<file path="src/psm_pkg.sv">
// Shared constants, register layouts and timing figures for the power source monitor registers.
package psm_pkg;

	// ****************************************************************
	// Register indices, reset values and field positions
	// ****************************************************************
	localparam int unsigned ADDR_W = 12;
	localparam logic [7:0] IDX_SUP_LIMIT = 8'h51;
	localparam logic [7:0] IDX_ADP_CFG = 8'h69;
	localparam logic [7:0] IDX_LB_CFG = 8'h6A;
	localparam logic [7:0] IDX_STATUS = 8'h6F;
	localparam logic [7:0] IDX_WAKE = 8'hD0;
	localparam logic [7:0] IDX_INT_STATUS = 8'hE0;
	localparam logic [7:0] IDX_INT_MASK = 8'hE1;

	localparam logic [7:0] RST_SUP_LIMIT = 8'h05;
	localparam logic [7:0] RST_ADP_CFG = 8'h0F;
	localparam logic [7:0] RST_LB_CFG = 8'hF8;
	localparam logic [7:0] RST_STATUS = 8'h00;
	localparam logic [7:0] RST_WAKE = 8'h00;
	localparam logic [7:0] RST_INT = 8'h00;

	localparam int unsigned BIT_SUP_EVT = 0;
	localparam int unsigned BIT_ADP = 4;
	localparam int unsigned BIT_B1 = 5;
	localparam int unsigned BIT_B2 = 6;
	localparam int unsigned BIT_WAKE_EN = 0;
	localparam logic [3:0] THR_NO_LIMIT = 4'h0;

	// ****************************************************************
	// Timing figures and derived cycle counts
	// ****************************************************************
	localparam longint unsigned CLK_NS = 10;
	localparam longint unsigned T_SUP_DB1_NS = 10_000;
	localparam longint unsigned T_SLOW_NS = 30_000;
	localparam longint unsigned T_SUP_DB3_NS = 60_000;
	localparam longint unsigned T_ADP_DB0_NS = 81_000;
	localparam longint unsigned T_ADP_DB1_NS = 10_000_000;
	localparam longint unsigned T_ADP_DB2_NS = 20_000_000;
	localparam longint unsigned T_ADP_DB3_NS = 30_000_000;
	localparam longint unsigned T_WAKE_NS = 1_000_000_000;
	localparam int unsigned LB_N0 = 4;
	localparam int unsigned LB_N1 = 32;
	localparam int unsigned LB_N2 = 64;
	localparam int unsigned LB_N3 = 128;
	localparam logic [31:0] SUP_DB1_CYC = 32'((T_SUP_DB1_NS + CLK_NS - 1) / CLK_NS);
	localparam logic [31:0] SLOW_CYC = 32'((T_SLOW_NS + CLK_NS - 1) / CLK_NS);

	// ****************************************************************
	// Register layouts
	// ****************************************************************
	typedef struct packed {
		logic       rsv;
		logic       cmp_en;
		logic [1:0] db_sel;
		logic [3:0] thr;
	} psm_sup_limit_t;

	typedef struct packed {
		logic [3:0] rsv;
		logic [1:0] db_sel;
		logic [1:0] edge_mode;
	} psm_adp_cfg_t;

	typedef struct packed {
		logic [1:0] db_sel;
		logic       b2_en;
		logic       b1_en;
		logic       adapter_comparator_enable;
		logic [2:0] rsv;
	} psm_lb_cfg_t;

	localparam logic [1:0] EDGE_RISE = 2'b01;
	localparam logic [1:0] EDGE_FALL = 2'b10;
	localparam logic [1:0] EDGE_BOTH = 2'b11;

endpackage

</file>
<file path="src/psm_monitor.sv">
// Power source monitor: APB register bank, input debounce, status, interrupt and wake clock.
//
// Operation
// Bit 6 enables supply comparator
// Supply debounce: none, 10us, 30us, 60us
// Threshold 0000 no limit, 1xxx not applicable
// Adapter debounce 81us, 10, 20, 30 ms
// Adapter events on rise, fall or both
// Low battery debounce 4-128 slow periods
// Second battery detection only when enabled
// First battery detection only when enabled
// Adapter comparator enable bit, reset one
// Second battery low flag, read only
// First battery low flag, read only
// Adapter present flag, read only
// Wake clock runs only when enabled
// Flag changes after full stable debounce
// Reserved RW kept, reserved RO zero
`timescale 1ns/1ps
`default_nettype none

// ****************************************************************
// Debounce cell
// ****************************************************************
module psm_debounce (
	// Clock and reset
	input  wire logic        clk,
	input  wire logic        arst_n,
	// Raw level and hold time in cycles
	input  wire logic        raw,
	input  wire logic [31:0] target,
	// Debounced level and run counter
	output logic             level_q,
	output logic [31:0]      cnt_q
);
	logic prev_q;

	always_ff @(posedge clk or negedge arst_n) begin
		if (!arst_n) begin
			prev_q <= 1'b0;
		end else begin
			prev_q <= raw;
		end
	end

	// restart on toggle
	always_ff @(posedge clk or negedge arst_n) begin
		if (!arst_n) begin
			level_q <= 1'b0;
			cnt_q   <= 32'h0000_0000;
		end else if (raw != prev_q || raw == level_q) begin
			cnt_q <= 32'h0000_0000;
		end else if (cnt_q >= target) begin
			level_q <= raw;
			cnt_q   <= 32'h0000_0000;
		end else begin
			cnt_q <= cnt_q + 32'h0000_0001;
		end
	end
endmodule

// ****************************************************************
// Top level
// ****************************************************************
module psm_monitor #(
	parameter int unsigned SUP_DB3_CYC = 32'((psm_pkg::T_SUP_DB3_NS + psm_pkg::CLK_NS - 1) / psm_pkg::CLK_NS),
	parameter int unsigned ADP_DB0_CYC = 32'((psm_pkg::T_ADP_DB0_NS + psm_pkg::CLK_NS - 1) / psm_pkg::CLK_NS),
	parameter int unsigned ADP_DB1_CYC = 32'((psm_pkg::T_ADP_DB1_NS + psm_pkg::CLK_NS - 1) / psm_pkg::CLK_NS),
	parameter int unsigned ADP_DB2_CYC = 32'((psm_pkg::T_ADP_DB2_NS + psm_pkg::CLK_NS - 1) / psm_pkg::CLK_NS),
	parameter int unsigned ADP_DB3_CYC = 32'((psm_pkg::T_ADP_DB3_NS + psm_pkg::CLK_NS - 1) / psm_pkg::CLK_NS),
	parameter int unsigned LB_DB0_CYC  = psm_pkg::LB_N0 * psm_pkg::SLOW_CYC,
	parameter int unsigned LB_DB1_CYC  = psm_pkg::LB_N1 * psm_pkg::SLOW_CYC,
	parameter int unsigned LB_DB2_CYC  = psm_pkg::LB_N2 * psm_pkg::SLOW_CYC,
	parameter int unsigned LB_DB3_CYC  = psm_pkg::LB_N3 * psm_pkg::SLOW_CYC,
	parameter int unsigned WAKE_HALF_CYC = 32'(psm_pkg::T_WAKE_NS / (2 * psm_pkg::CLK_NS))
) (
	// Clock and reset
	input  wire logic                        CORE_CLK,
	input  wire logic                        ARST_N,
	// APB slave
	input  wire logic                        PSEL,
	input  wire logic                        PENABLE,
	input  wire logic                        PWRITE,
	input  wire logic [psm_pkg::ADDR_W-1:0]  PADDR,
	input  wire logic [31:0]                 PWDATA,
	input  wire logic [3:0]                  PSTRB,
	output logic [31:0]                      PRDATA,
	output logic                             PREADY,
	output logic                             PSLVERR,
	// Comparator results from the sense pins
	input  wire logic                        SUPPLY_SENSE_CMP,
	input  wire logic                        ADAPTER_GOOD,
	input  wire logic                        BATT1_LOW_CMP,
	input  wire logic                        BATT2_LOW_CMP,
	// Comparator controls and the debounced supply low level
	output logic                             SUPPLY_CMP_EN,
	output logic [3:0]                       SUPPLY_FALL_THRESHOLD,
	output logic                             SUPPLY_LOW,
	output logic                             ADAPTER_CMP_EN,
	output logic                             BATT1_DET_EN,
	output logic                             BATT2_DET_EN,
	// Wake clock and interrupt
	output logic                             WAKE_CLK,
	output logic                             IRQ
);
	// ****************************************************************
	// Registers and synchronisers
	// ****************************************************************
	psm_pkg::psm_sup_limit_t sup_q;
	psm_pkg::psm_adp_cfg_t   adp_q;
	psm_pkg::psm_lb_cfg_t    lb_q;
	logic [7:0]  wake_q;
	logic [7:0]  stat_q;
	logic [7:0]  stat_d;
	logic [7:0]  int_q;
	logic [7:0]  mask_q;
	logic [7:0]  evt;
	logic [3:0]  meta_q;
	logic [3:0]  sync_q;
	logic [7:0]  idx;
	logic        hit;
	logic [7:0]  rd_byte;
	logic        wr_en;
	logic [7:0]  wbyte;
	logic [31:0] sup_tgt;
	logic [31:0] adp_tgt;
	logic [31:0] lb_tgt;
	logic        sup_lvl;
	logic        adp_lvl;
	logic        b1_lvl;
	logic        b2_lvl;
	logic [31:0] sup_cnt;
	logic [31:0] adp_cnt;
	logic [31:0] b1_cnt;
	logic [31:0] b2_cnt;
	logic [31:0] wake_cnt_q;

	always_ff @(posedge CORE_CLK or negedge ARST_N) begin
		if (!ARST_N) begin
			meta_q <= 4'h0;
			sync_q <= 4'h0;
		end else begin
			meta_q <= {BATT2_LOW_CMP, BATT1_LOW_CMP, ADAPTER_GOOD, SUPPLY_SENSE_CMP};
			sync_q <= meta_q;
		end
	end

	// ****************************************************************
	// APB decode
	// ****************************************************************
	assign idx   = PADDR[9:2];
	assign wbyte = PWDATA[7:0];
	assign hit   = (PADDR[1:0] == 2'b00) && (PADDR[psm_pkg::ADDR_W-1:10] == 2'b00) &&
	               (idx == psm_pkg::IDX_SUP_LIMIT || idx == psm_pkg::IDX_ADP_CFG ||
	                idx == psm_pkg::IDX_LB_CFG || idx == psm_pkg::IDX_STATUS ||
	                idx == psm_pkg::IDX_WAKE || idx == psm_pkg::IDX_INT_STATUS ||
	                idx == psm_pkg::IDX_INT_MASK);
	assign wr_en = PSEL && PENABLE && PREADY && PWRITE && hit && PSTRB[0];

	always_comb begin
		case (idx)
			psm_pkg::IDX_SUP_LIMIT:  rd_byte = sup_q;
			psm_pkg::IDX_ADP_CFG:    rd_byte = adp_q;
			psm_pkg::IDX_LB_CFG:     rd_byte = lb_q;
			psm_pkg::IDX_STATUS:     rd_byte = stat_q;
			psm_pkg::IDX_WAKE:       rd_byte = wake_q;
			psm_pkg::IDX_INT_STATUS: rd_byte = int_q;
			psm_pkg::IDX_INT_MASK:   rd_byte = mask_q;
			default:                 rd_byte = 8'h00;
		endcase
	end

	// One wait state: the answer is registered on the first access edge.
	always_ff @(posedge CORE_CLK or negedge ARST_N) begin
		if (!ARST_N) begin
			PREADY  <= 1'b0;
			PSLVERR <= 1'b0;
			PRDATA  <= 32'h0000_0000;
		end else if (PSEL && PENABLE && !PREADY) begin
			PREADY  <= 1'b1;
			PSLVERR <= !hit;
			PRDATA  <= {24'h00_0000, hit ? rd_byte : 8'h00};
		end else begin
			PREADY  <= 1'b0;
			PSLVERR <= 1'b0;
		end
	end

	// reserved writable bits kept
	always_ff @(posedge CORE_CLK or negedge ARST_N) begin
		if (!ARST_N) begin
			sup_q  <= psm_pkg::RST_SUP_LIMIT;
			adp_q  <= psm_pkg::RST_ADP_CFG;
			lb_q   <= psm_pkg::RST_LB_CFG;
			wake_q <= psm_pkg::RST_WAKE;
			mask_q <= psm_pkg::RST_INT;
		end else if (wr_en) begin
			case (idx)
				psm_pkg::IDX_SUP_LIMIT: sup_q  <= wbyte;
				psm_pkg::IDX_ADP_CFG:   adp_q  <= wbyte;
				psm_pkg::IDX_LB_CFG:    lb_q   <= wbyte;
				psm_pkg::IDX_WAKE:      wake_q <= wbyte;
				psm_pkg::IDX_INT_MASK:  mask_q <= wbyte;
				default:                mask_q <= mask_q;
			endcase
		end
	end

	// ****************************************************************
	// Debounce time selection
	// ****************************************************************
	always_comb begin
		// supply debounce select
		case (sup_q.db_sel)
			2'b00:   sup_tgt = 32'h0000_0000;
			2'b01:   sup_tgt = psm_pkg::SUP_DB1_CYC;
			2'b10:   sup_tgt = psm_pkg::SLOW_CYC;
			default: sup_tgt = 32'(SUP_DB3_CYC);
		endcase
		// adapter debounce select
		case (adp_q.db_sel)
			2'b00:   adp_tgt = 32'(ADP_DB0_CYC);
			2'b01:   adp_tgt = 32'(ADP_DB1_CYC);
			2'b10:   adp_tgt = 32'(ADP_DB2_CYC);
			default: adp_tgt = 32'(ADP_DB3_CYC);
		endcase
		// low battery debounce select
		case (lb_q.db_sel)
			2'b00:   lb_tgt = 32'(LB_DB0_CYC);
			2'b01:   lb_tgt = 32'(LB_DB1_CYC);
			2'b10:   lb_tgt = 32'(LB_DB2_CYC);
			default: lb_tgt = 32'(LB_DB3_CYC);
		endcase
	end

	// A disabled comparator feeds a low level: supply and adapter flags fall after the debounce time, battery flags on the next edge.
	psm_debounce u_db_sup (
		.clk     (CORE_CLK),
		.arst_n  (ARST_N),
		.raw     (sync_q[0] && sup_q.cmp_en),
		.target  (sup_tgt),
		.level_q (sup_lvl),
		.cnt_q   (sup_cnt)
	);
	psm_debounce u_db_adp (
		.clk     (CORE_CLK),
		.arst_n  (ARST_N),
		.raw     (sync_q[1] && lb_q.adapter_comparator_enable),
		.target  (adp_tgt),
		.level_q (adp_lvl),
		.cnt_q   (adp_cnt)
	);
	psm_debounce u_db_b1 (
		.clk     (CORE_CLK),
		.arst_n  (ARST_N),
		.raw     (sync_q[2] && lb_q.b1_en),
		.target  (lb_tgt),
		.level_q (b1_lvl),
		.cnt_q   (b1_cnt)
	);
	psm_debounce u_db_b2 (
		.clk     (CORE_CLK),
		.arst_n  (ARST_N),
		.raw     (sync_q[3] && lb_q.b2_en),
		.target  (lb_tgt),
		.level_q (b2_lvl),
		.cnt_q   (b2_cnt)
	);

	// ****************************************************************
	// Status and events
	// ****************************************************************
	always_comb begin
		stat_d = psm_pkg::RST_STATUS;
		// adapter present flag
		stat_d[psm_pkg::BIT_ADP] = adp_lvl;
		// first battery flag
		stat_d[psm_pkg::BIT_B1] = b1_lvl && lb_q.b1_en;
		// second battery flag
		stat_d[psm_pkg::BIT_B2] = b2_lvl && lb_q.b2_en;
		evt = 8'h00;
		evt[psm_pkg::BIT_SUP_EVT] = sup_lvl && !SUPPLY_LOW;
		// adapter edge mode
		evt[psm_pkg::BIT_ADP] = (adp_lvl && !stat_q[psm_pkg::BIT_ADP] && adp_q.edge_mode[0]) ||
		                        (!adp_lvl && stat_q[psm_pkg::BIT_ADP] && adp_q.edge_mode[1]);
		evt[psm_pkg::BIT_B1] = stat_d[psm_pkg::BIT_B1] != stat_q[psm_pkg::BIT_B1];
		evt[psm_pkg::BIT_B2] = stat_d[psm_pkg::BIT_B2] != stat_q[psm_pkg::BIT_B2];
	end

	// reserved status bits zero
	always_ff @(posedge CORE_CLK or negedge ARST_N) begin
		if (!ARST_N) begin
			stat_q <= psm_pkg::RST_STATUS;
		end else begin
			stat_q <= stat_d;
		end
	end

	// A new event wins over a write-one-to-clear in the same cycle.
	always_ff @(posedge CORE_CLK or negedge ARST_N) begin
		if (!ARST_N) begin
			int_q <= psm_pkg::RST_INT;
		end else if (wr_en && idx == psm_pkg::IDX_INT_STATUS) begin
			int_q <= (int_q & ~wbyte) | evt;
		end else begin
			int_q <= int_q | evt;
		end
	end

	always_ff @(posedge CORE_CLK or negedge ARST_N) begin
		if (!ARST_N) begin
			IRQ <= 1'b0;
		end else begin
			IRQ <= |(int_q & mask_q);
		end
	end

	// ****************************************************************
	// Comparator control outputs and supply low flag
	// ****************************************************************
	always_ff @(posedge CORE_CLK or negedge ARST_N) begin
		if (!ARST_N) begin
			SUPPLY_CMP_EN         <= 1'b0;
			SUPPLY_FALL_THRESHOLD <= psm_pkg::RST_SUP_LIMIT[3:0];
			SUPPLY_LOW            <= 1'b0;
			ADAPTER_CMP_EN        <= 1'b0;
			BATT1_DET_EN          <= 1'b0;
			BATT2_DET_EN          <= 1'b0;
		end else begin
			// supply comparator enable
			SUPPLY_CMP_EN <= sup_q.cmp_en;
			// codes 1xxx give no limit
			SUPPLY_FALL_THRESHOLD <= sup_q.thr[3] ? psm_pkg::THR_NO_LIMIT : sup_q.thr;
			SUPPLY_LOW <= sup_lvl;
			// adapter comparator enable
			ADAPTER_CMP_EN <= lb_q.adapter_comparator_enable;
			BATT1_DET_EN <= lb_q.b1_en;
			BATT2_DET_EN <= lb_q.b2_en;
		end
	end

	// ****************************************************************
	// Wake clock
	// ****************************************************************
	// gated one hertz clock
	always_ff @(posedge CORE_CLK or negedge ARST_N) begin
		if (!ARST_N) begin
			wake_cnt_q <= 32'h0000_0000;
			WAKE_CLK   <= 1'b0;
		end else if (!wake_q[psm_pkg::BIT_WAKE_EN]) begin
			wake_cnt_q <= 32'h0000_0000;
			WAKE_CLK   <= 1'b0;
		end else if (wake_cnt_q >= 32'(WAKE_HALF_CYC) - 32'h0000_0001) begin
			wake_cnt_q <= 32'h0000_0000;
			WAKE_CLK   <= !WAKE_CLK;
		end else begin
			wake_cnt_q <= wake_cnt_q + 32'h0000_0001;
		end
	end
endmodule

`default_nettype wire

</file>
<file path="config.mk">
export PLATFORM = sky130hd
export DESIGN_NAME = psm_monitor
export DESIGN_NICKNAME = d
export VERILOG_FILES = /design/src/psm_pkg.sv /design/src/psm_monitor.sv
export SDC_FILE = /design/constraint.sdc
export NUM_CORES = 1
export LEC_CHECK = 0
export ABC_AREA = 0
export BUFFER_PORTS_ARGS = -buffer_cell sky130_fd_sc_hd__clkbuf_2
export CELL_PAD_IN_SITES_DETAIL_PLACEMENT = 0
export CELL_PAD_IN_SITES_GLOBAL_PLACEMENT = 1
export CORE_MARGIN = 4
export CORE_UTILIZATION = 45
export CTS_CLUSTER_DIAMETER = 200
export CTS_CLUSTER_SIZE = 24
export DETAILED_ROUTE_END_ITERATION = 8
export PLACE_DENSITY_LB_ADDON = 0.3
export RECOVER_POWER = 50
export SKIP_LAST_GASP = 1
export SLEW_MARGIN = 20
export SYNTH_ARGS = -nofsm -noshare
export SYNTH_HDL_FRONTEND = slang
export SYNTH_HIERARCHICAL = 1
export SYNTH_SLANG_ARGS = --single-unit
</file>
<file path="constraint.sdc">
create_clock -name CORE_CLK -period 5.3 [get_ports CORE_CLK]
set_clock_uncertainty 0.1 [all_clocks]
set_input_delay 0.265 -clock CORE_CLK [delete_from_list [all_inputs] [get_ports CORE_CLK]]
set_output_delay 0.265 -clock CORE_CLK [all_outputs]
set_load 0.01 [all_outputs]
</file>
==> reports/summary.md, run 1 <==
* 32 — critical-path maximum fanout
* 16.8% — total routing resource utilization after global routing
* sky130_fd_sc_hd__dfrtp_1 38%, sky130_fd_sc_hd__ha_1 12%, sky130_fd_sc_hd__xor2_1 5.4% — most area-consuming cells after synthesis
* 2095 — Post-Place Cells
* 0 — final-report setup violation count
* false — unrepaired setup endpoints after global routing
* flop — Critical Path Source Type
* 1877 — Layout Nets
* -76.7% — relative max-transition margin
* 145 — largest net degree at the start of global routing
* 14 — number of CTS-inserted buffers
* 192 microns — Chip Width
* 3690 ps — Final min period
* 0 — number of remaining DRC errors
* 100% — Post-synth ARST share
* capacitance limit, slew limit — violations in the final reports
* 9.84 sq um — per-instance average area after synthesis
* 104 — Slew Viols, Final
* 0.914 mW — switching power
* 271 MHz — Highest Clock Rate
* flop — element type at the critical path end
* 40.7% — fraction of the yosys area taken by sequential cells
* 4.94 — drt via density
* 500 ps — worst-skew pair later-pin latency
* 8.84% — Area growth syn-to-layout
* 29.7 mm — total routed wirelength
* 13.9 microns — average detailed-routed wire length per instance
* 100 ps — post-CTS clock slew at the launch and capture registers of the worst setup and hold paths
* 2 — antenna violations before repair
* 0 — final hold violations
* 10500 — vias
* 26.1% — proportion of total power due to net switching
* sky130_fd_sc_hd__dfrtp_1 — top_reg_cell synth
* 0 — number of setup buffers added after CTS
* 2134 — Layout Cells excl Fill
* in2reg — worst hold-check path type
* 0 — number of enable flip-flop cells after synthesis
* 52.1 mm — first-pass GRT wire length
* 3222 — Filler Cell Count
* 3 — maximum buffer depth of the clock tree
* 49.5% — post-route core utilization
* 69.7% — post-route fraction of the period consumed by the critical path
* 0.774 — final estimated routing congestion in global placement
* 4000 ps — arrival time worst endpoint
* 247 — Clock Sink Count
* 5 — first drt pass iteration count
* 8.08 nW — Static Leak
* 36800 sq um — die footprint
* 65 — number of unique standard cell types used by synthesis
* 38.5% — share of Yosys cell area claimed by the top area cell type
* sky130_fd_sc_hd__clkbuf_16 — Clock Tree Root
* 49 — buffers added on ports
* 0 — Routed Antenna Nets
* 192 microns — die outline height
* sky130_fd_sc_hd__dfrtp_1 — Synth area leader
* 0 — remaining global-route overflow
* 1 — depth of the CTS H-tree
* 2650 ps — transition time at the pin with the least slew margin
* 102 — I/O pin cnt
* 6 — total number of yosys warnings
* 57.8% — Reg power frac
* finished, violations left — result of the run
* 15200 sq um — area of the mapped netlist
* 234 x sky130_fd_sc_hd__dfrtp_1, 160 x sky130_fd_sc_hd__inv_1, 151 x sky130_fd_sc_hd__nor2_1 — Synth top cells by count
* sky130_fd_sc_hd__dfrtp_1 — count leader, synth
* yes — CTS tree
* 1 — max cap viols
* 0 ps — Setup Total Neg Slack
* 2.59 mW — Internal Pwr Total
* 45.5% — initial core utilization
* 8.9% — combinational power share
* 1546 — number of standard cells after synthesis
* 67 — total number of placement rows
* 247 — flip-flop and latch count after synthesis
* 0.000242 V — VDD IR-drop max
* 11.3% — ratio of cells with drive above 1 in the final layout
* 10600 — number of global-route vias before repair
* 33400 sq um — core area
* 21.7 mm — detailed placement HPWL
* reg2reg — Crit Path Class
* 5600 ps — critical path data required time
* 573 — number of design-rule violations left by the first detailed-router iteration
* 211 nW/um^2 — PD cells
* 33.3% — Clock Power Share
[through the flow]
stage | hold WS [ps] | total power [mW] | area (sq um) | setup WS [ps]
floorplan | -131 | 2.27 | 15600 | 2520
global route | 152 | 3.70 | 16600 | 1350
CTS | 103 | 3.58 | 16600 | 1560
global placement | 235 | 2.36 | 16100 | 1670
detailed placement | 235 | 2.37 | 16100 | 1590
finish | 97.4 | 3.50 | 16600 | 1610
[layout make-up]
type                       instances  area [sq um]  area share [%]
multi-input combinational       1188          8400            50.7
clock inverter                     2          36.3           0.219
tap                              448           561            3.38
antenna                            2          5.00          0.0302
timing repair buffer              65           382            2.30
inverter                         160           601            3.63
clock buffer                      22           380            2.30
sequential                       247          6200            37.4
[per-layer routing]
| metal | track usage (%) | part of all wire, % | vias up |
|---|---|---|---|
| li1 | - | - | 5405 |
| met1 | 23.9 | 49 | 5020 |
| met2 | 28.2 | 48 | 91 |
| met3 | 1.82 | 2.6 | 22 |
| met4 | 2.62 | 1.2 | 0 |
| met5 | 0 | 0 | - |
[power by group through the flow]
| stage | registers, mW | logic [mW] | clock network (mW) |
|---|---|---|---|
| final | 2.02 | 0.311 | 1.17 |
| after global routing | 2.04 | 0.367 | 1.30 |
| after CTS | 2.03 | 0.317 | 1.23 |
| after detailed placement | 2.06 | 0.308 | 0 |
| after global placement | 2.06 | 0.297 | 0 |
| after floorplan | 2.04 | 0.225 | 0 |
[cells by family (layout without fill, tap and decap cells)]
group                    after synthesis  count (layout)  share of synthesized area [%]
AND/OR/NAND/NOR                      592             592                           21.7
flip-flops                           247             247                           40.7
buffers and inverters                215             249                           6.59
AO/OA/AOI/OAI                        157             157                           7.52
adder cells (fa/ha/maj)              144             144                           11.8
XOR/XNOR                             144             144                           8.29
multiplexers                          45              45                           3.32
other                                  2             108                         0.0493
[worst max-delay path, stage by stage, from the launching register on]
cell and delay [ps]:
sky130_fd_sc_hd__dfstp_2 610, sky130_fd_sc_hd__inv_1 120, sky130_fd_sc_hd__ha_1 230, sky130_fd_sc_hd__or2_2 270, sky130_fd_sc_hd__inv_1 80, sky130_fd_sc_hd__ha_1 260
sky130_fd_sc_hd__nand4_1 100, sky130_fd_sc_hd__or3_1 170, sky130_fd_sc_hd__a21oi_1 70, sky130_fd_sc_hd__o41ai_2 530, sky130_fd_sc_hd__nand3_2 770, sky130_fd_sc_hd__nor2_2 300
[path summary, 6_finish.rpt]
kind                            depth (start not counted)      start  slack, ps                  to
worst max-delay path                                   11   adp_q[2]       1610  u_db_adp/cnt_q[24]
worst min-delay path                                    4  PADDR[10]        100             PSLVERR
worst max register to register                         11   adp_q[2]       1610  u_db_adp/cnt_q[24]
worst min register to register                          0  meta_q[3]        250           sync_q[3]
max in group asynchronous                               3     ARST_N       2350  u_db_sup/cnt_q[23]
min in group asynchronous                               2     ARST_N        990      wake_cnt_q[14]
[flip-flops by register name, indices dropped and copies added, names as in the netlist, 32 cells and up]
signal	count
u_db_b2/cnt_q	32
u_db_adp/cnt_q	32
wake_cnt_q	32
u_db_sup/cnt_q	32
u_db_b1/cnt_q	32
[layout by cell type (no fill, tap or decap), types with 21 or more instances in the layout]
master,n
sky130_fd_sc_hd__xnor2_1,50
sky130_fd_sc_hd__ha_1,144
sky130_fd_sc_hd__clkbuf_1,31
sky130_fd_sc_hd__inv_1,160
sky130_fd_sc_hd__nor2_1,151
sky130_fd_sc_hd__xor2_1,94
sky130_fd_sc_hd__nand4_1,54
sky130_fd_sc_hd__and4_1,21
sky130_fd_sc_hd__o21ai_0,35
sky130_fd_sc_hd__conb_1,106
sky130_fd_sc_hd__a21oi_1,50
sky130_fd_sc_hd__nor2_2,49
sky130_fd_sc_hd__and3_1,24
sky130_fd_sc_hd__nand3_1,80
sky130_fd_sc_hd__dfrtp_1,234
sky130_fd_sc_hd__nand2_1,101
sky130_fd_sc_hd__mux2_2,43
sky130_fd_sc_hd__clkbuf_2,26
[what timing repair did]
item	4_1_cts	5_1_grt
hold endpoints to repair	132	0
gates resized for setup	0	0
hold buffers	13	0
Power figures use the tool's default switching activity.
==> inputs of run 2 (changes only) <==
Clock period 5.3 ns to 3.4 ns, I/O delays scaled along.
==> run 2 against run 1 <==
Against the previous run: the flow still finishes with violations (capacitance limit, slew limit); cell count is 0.47% higher; register-to-register slack got worse by 1300 ps; final area grew 0.93%; critical path depth up 1; global-route usage increased by 0.22 points; clock power rose by 56%; combinational power grew 59%; die area stayed put; largest power group unchanged.
==> reports/summary.md, run 2 (synthesized netlist as in run 1, its figures left out) <==
* finished, violations left — result of the run
* capacitance limit, slew limit — violations in the final reports
* 10600 — number of global-route vias before repair, -0.094%
* 3 — maximum buffer depth of the clock tree, unchanged
* 22.6 mm — detailed placement HPWL, +4.1%
* 0 ps — Setup Total Neg Slack, unchanged
* 8.17 nW — Static Leak, +1.2%
* 327 nW/um^2 — PD cells, +55%
* 67 — total number of placement rows, unchanged
* 86 — Slew Viols, Final, -17%
* 0 — Inserted Diodes, -2
* 45.5% — initial core utilization, unchanged
* 3350 ps — arrival time worst endpoint, -650 ps
* 3070 ps — Final min period, -625 ps
* 10700 — vias, +1.7%
* sky130_fd_sc_hd__clkbuf_16 — Clock Tree Root
* 33400 sq um — core area, unchanged
* 192 microns — Chip Width, unchanged
* 326 MHz — Highest Clock Rate, +20%
* 12.1% — ratio of cells with drive above 1 in the final layout, +0.75 points
* 3680 ps — critical path data required time, -1920 ps
* 13 — Post-CTS Hold Fix Bufs, unchanged
* 0 — number of setup buffers added after CTS, unchanged
* 16200 sq um — instance area after placement, +0.83%
* 102 — I/O pin cnt, unchanged
* 515 — number of design-rule violations left by the first detailed-router iteration, -10%
* 0 — remaining global-route overflow, unchanged
* 234 x sky130_fd_sc_hd__dfrtp_1, 160 x sky130_fd_sc_hd__inv_1, 151 x sky130_fd_sc_hd__nor2_1, 144 x sky130_fd_sc_hd__ha_1, 106 x sky130_fd_sc_hd__conb_1 — most used cells in the layout excluding fill and tap cells
* 1 — depth of the CTS H-tree, unchanged
* 0 — final hold violations, unchanged
* 100 ps — post-CTS clock slew at the launch and capture registers of the worst setup and hold paths, about the same
* 192 microns — die outline height, unchanged
* 52.8 mm — first-pass GRT wire length, +1.3%
* 32 — critical-path maximum fanout, unchanged
* 3 — combined buffer and inverter count along the critical path, +1
* 16700 sq um — Final Cell Area, +0.93%
* flop — element type at the critical path end
* 90.2% — post-route fraction of the period consumed by the critical path, +21 points
* 0 — CTS resizes, unchanged
* 5.00 — drt via density, +1.2%
* 0 — final-report setup violation count, unchanged
* 0.807 — final estimated routing congestion in global placement, +4.2%
* 590 ps — CP peak stage delay, -180 ps
* 9.85% — Area growth syn-to-layout
* sky130_fd_sc_hd__dfrtp_1 — most frequent standard cell in the layout excluding fill and tap cells
* yes — CTS tree
* 0.000458 V — VDD IR-drop max, +89%
* 5 — first drt pass iteration count, unchanged
* 247 — Clock Sink Count, unchanged
* 2220 ps — transition time at the pin with the least slew margin, -431 ps
* reg2reg — Crit Path Class
* 0 — antenna violations before repair, -2
* sky130_fd_sc_hd__dfstp_2 — crit path max-delay cell type
* 87 — largest net degree at the start of global routing, -40%
* in2reg — worst hold-check path type
* inv_1 > ha_1 > or2_2 > inv_1 > ha_1 > nand4_1 > or3_1 > a2111oi_2 > o41ai_2 > nand3_2 > buf_12 > nor2_1 — critical path, cell by cell
* flop — Critical Path Source Type
* 0 — Routed Antenna Nets, unchanged
* 49 — buffers added on ports, unchanged
* 1 — max cap viols, unchanged
* 14.2 microns — average detailed-routed wire length per instance, +2.3%
* simple AND/OR/NAND/NOR gates — kind of cell adding the most delay to the critical path
* 0 — number of remaining DRC errors, unchanged
* 1890 — Layout Nets, +0.69%
* 17.0% — total routing resource utilization after global routing, +0.22 points
* 14 — number of CTS-inserted buffers, unchanged
* 30.5 mm — total routed wirelength, +2.8%
* 330 ps — setup slack, reg-to-reg, -1270 ps
* -47.9% — relative max-transition margin, +29 points
* 36800 sq um — die footprint, unchanged
* 510 ps — worst-skew pair later-pin latency, about the same
* false — unrepaired setup endpoints after global routing
-- run 2: cell count changes in the layout (fill, tap and decap cells not counted), sizes merged --
| cell | change |
|---|---|
| clkbuf | +1 |
| diode | -2 |
| buf | +9 |
| dlygate4sd3 | +2 |
-- run 2: worst paths after layout --
kind                                start                  to  cells past startpoint
worst min register to register  meta_q[1]           sync_q[1]                      0
worst max register to register   adp_q[2]  u_db_adp/cnt_q[19]                     12
worst max-delay path             adp_q[2]  u_db_adp/cnt_q[19]                     12
min in group asynchronous          ARST_N      wake_cnt_q[14]                      2
worst min-delay path             PADDR[3]             PSLVERR                      4
max in group asynchronous          ARST_N       wake_cnt_q[9]                      3
-- run 2: layout make-up --
| type | count | area, sq um |
|---|---|---|
| inverter | 160 | 601 |
| sequential | 247 | 6200 |
| clock buffer | 21 | 377 |
| timing repair buffer | 78 | 533 |
| clock inverter | 2 | 36.3 |
| fill | 3159 | 16700 |
| multi-input combinational | 1188 | 8410 |
| tap | 448 | 561 |
-- run 2: power by group --
group,switching (mW),internal (mW)
Combinational,0.291,0.203
Sequential,0.126,3.03
Clock,1.02,0.801
Total,1.43,4.04
-- run 2: worst reg2reg max path: cells and delay by family, from the launching register on --
family | cells | cell delay [ps]
AOI/OAI and AO/OA | 2 | 510
adders and majority gates | 2 | 380
and+or+nand+nor | 5 | 990
DFF | 1 | 590
buffers and inverters | 3 | 380
-- run 2: layer usage --
layer	GRT usage [%]	vias up	wire length, microns
li1	-	5435	-
met1	24.1	5158	14700
met2	28.6	87	14500
met3	1.80	36	803
met4	3.07	0	539
met5	0	-	0
-- run 2: per-stage QoR --
step / setup slack [ps] / std cells / util, % / total power, mW / hold WS (ps)
final: 332 / 2144 / 50.0 / 5.47 / 115
after global routing: 75.5 / 2144 / 50.0 / 5.76 / 101
after CTS: 313 / 2142 / 50.0 / 5.56 / 3.27
after detailed placement: 331 / 2106 / 48.4 / 3.70 / 116
after global placement: 381 / 2106 / 48.4 / 3.68 / 106
after floorplan: 618 / 1650 / - / 3.53 / -226
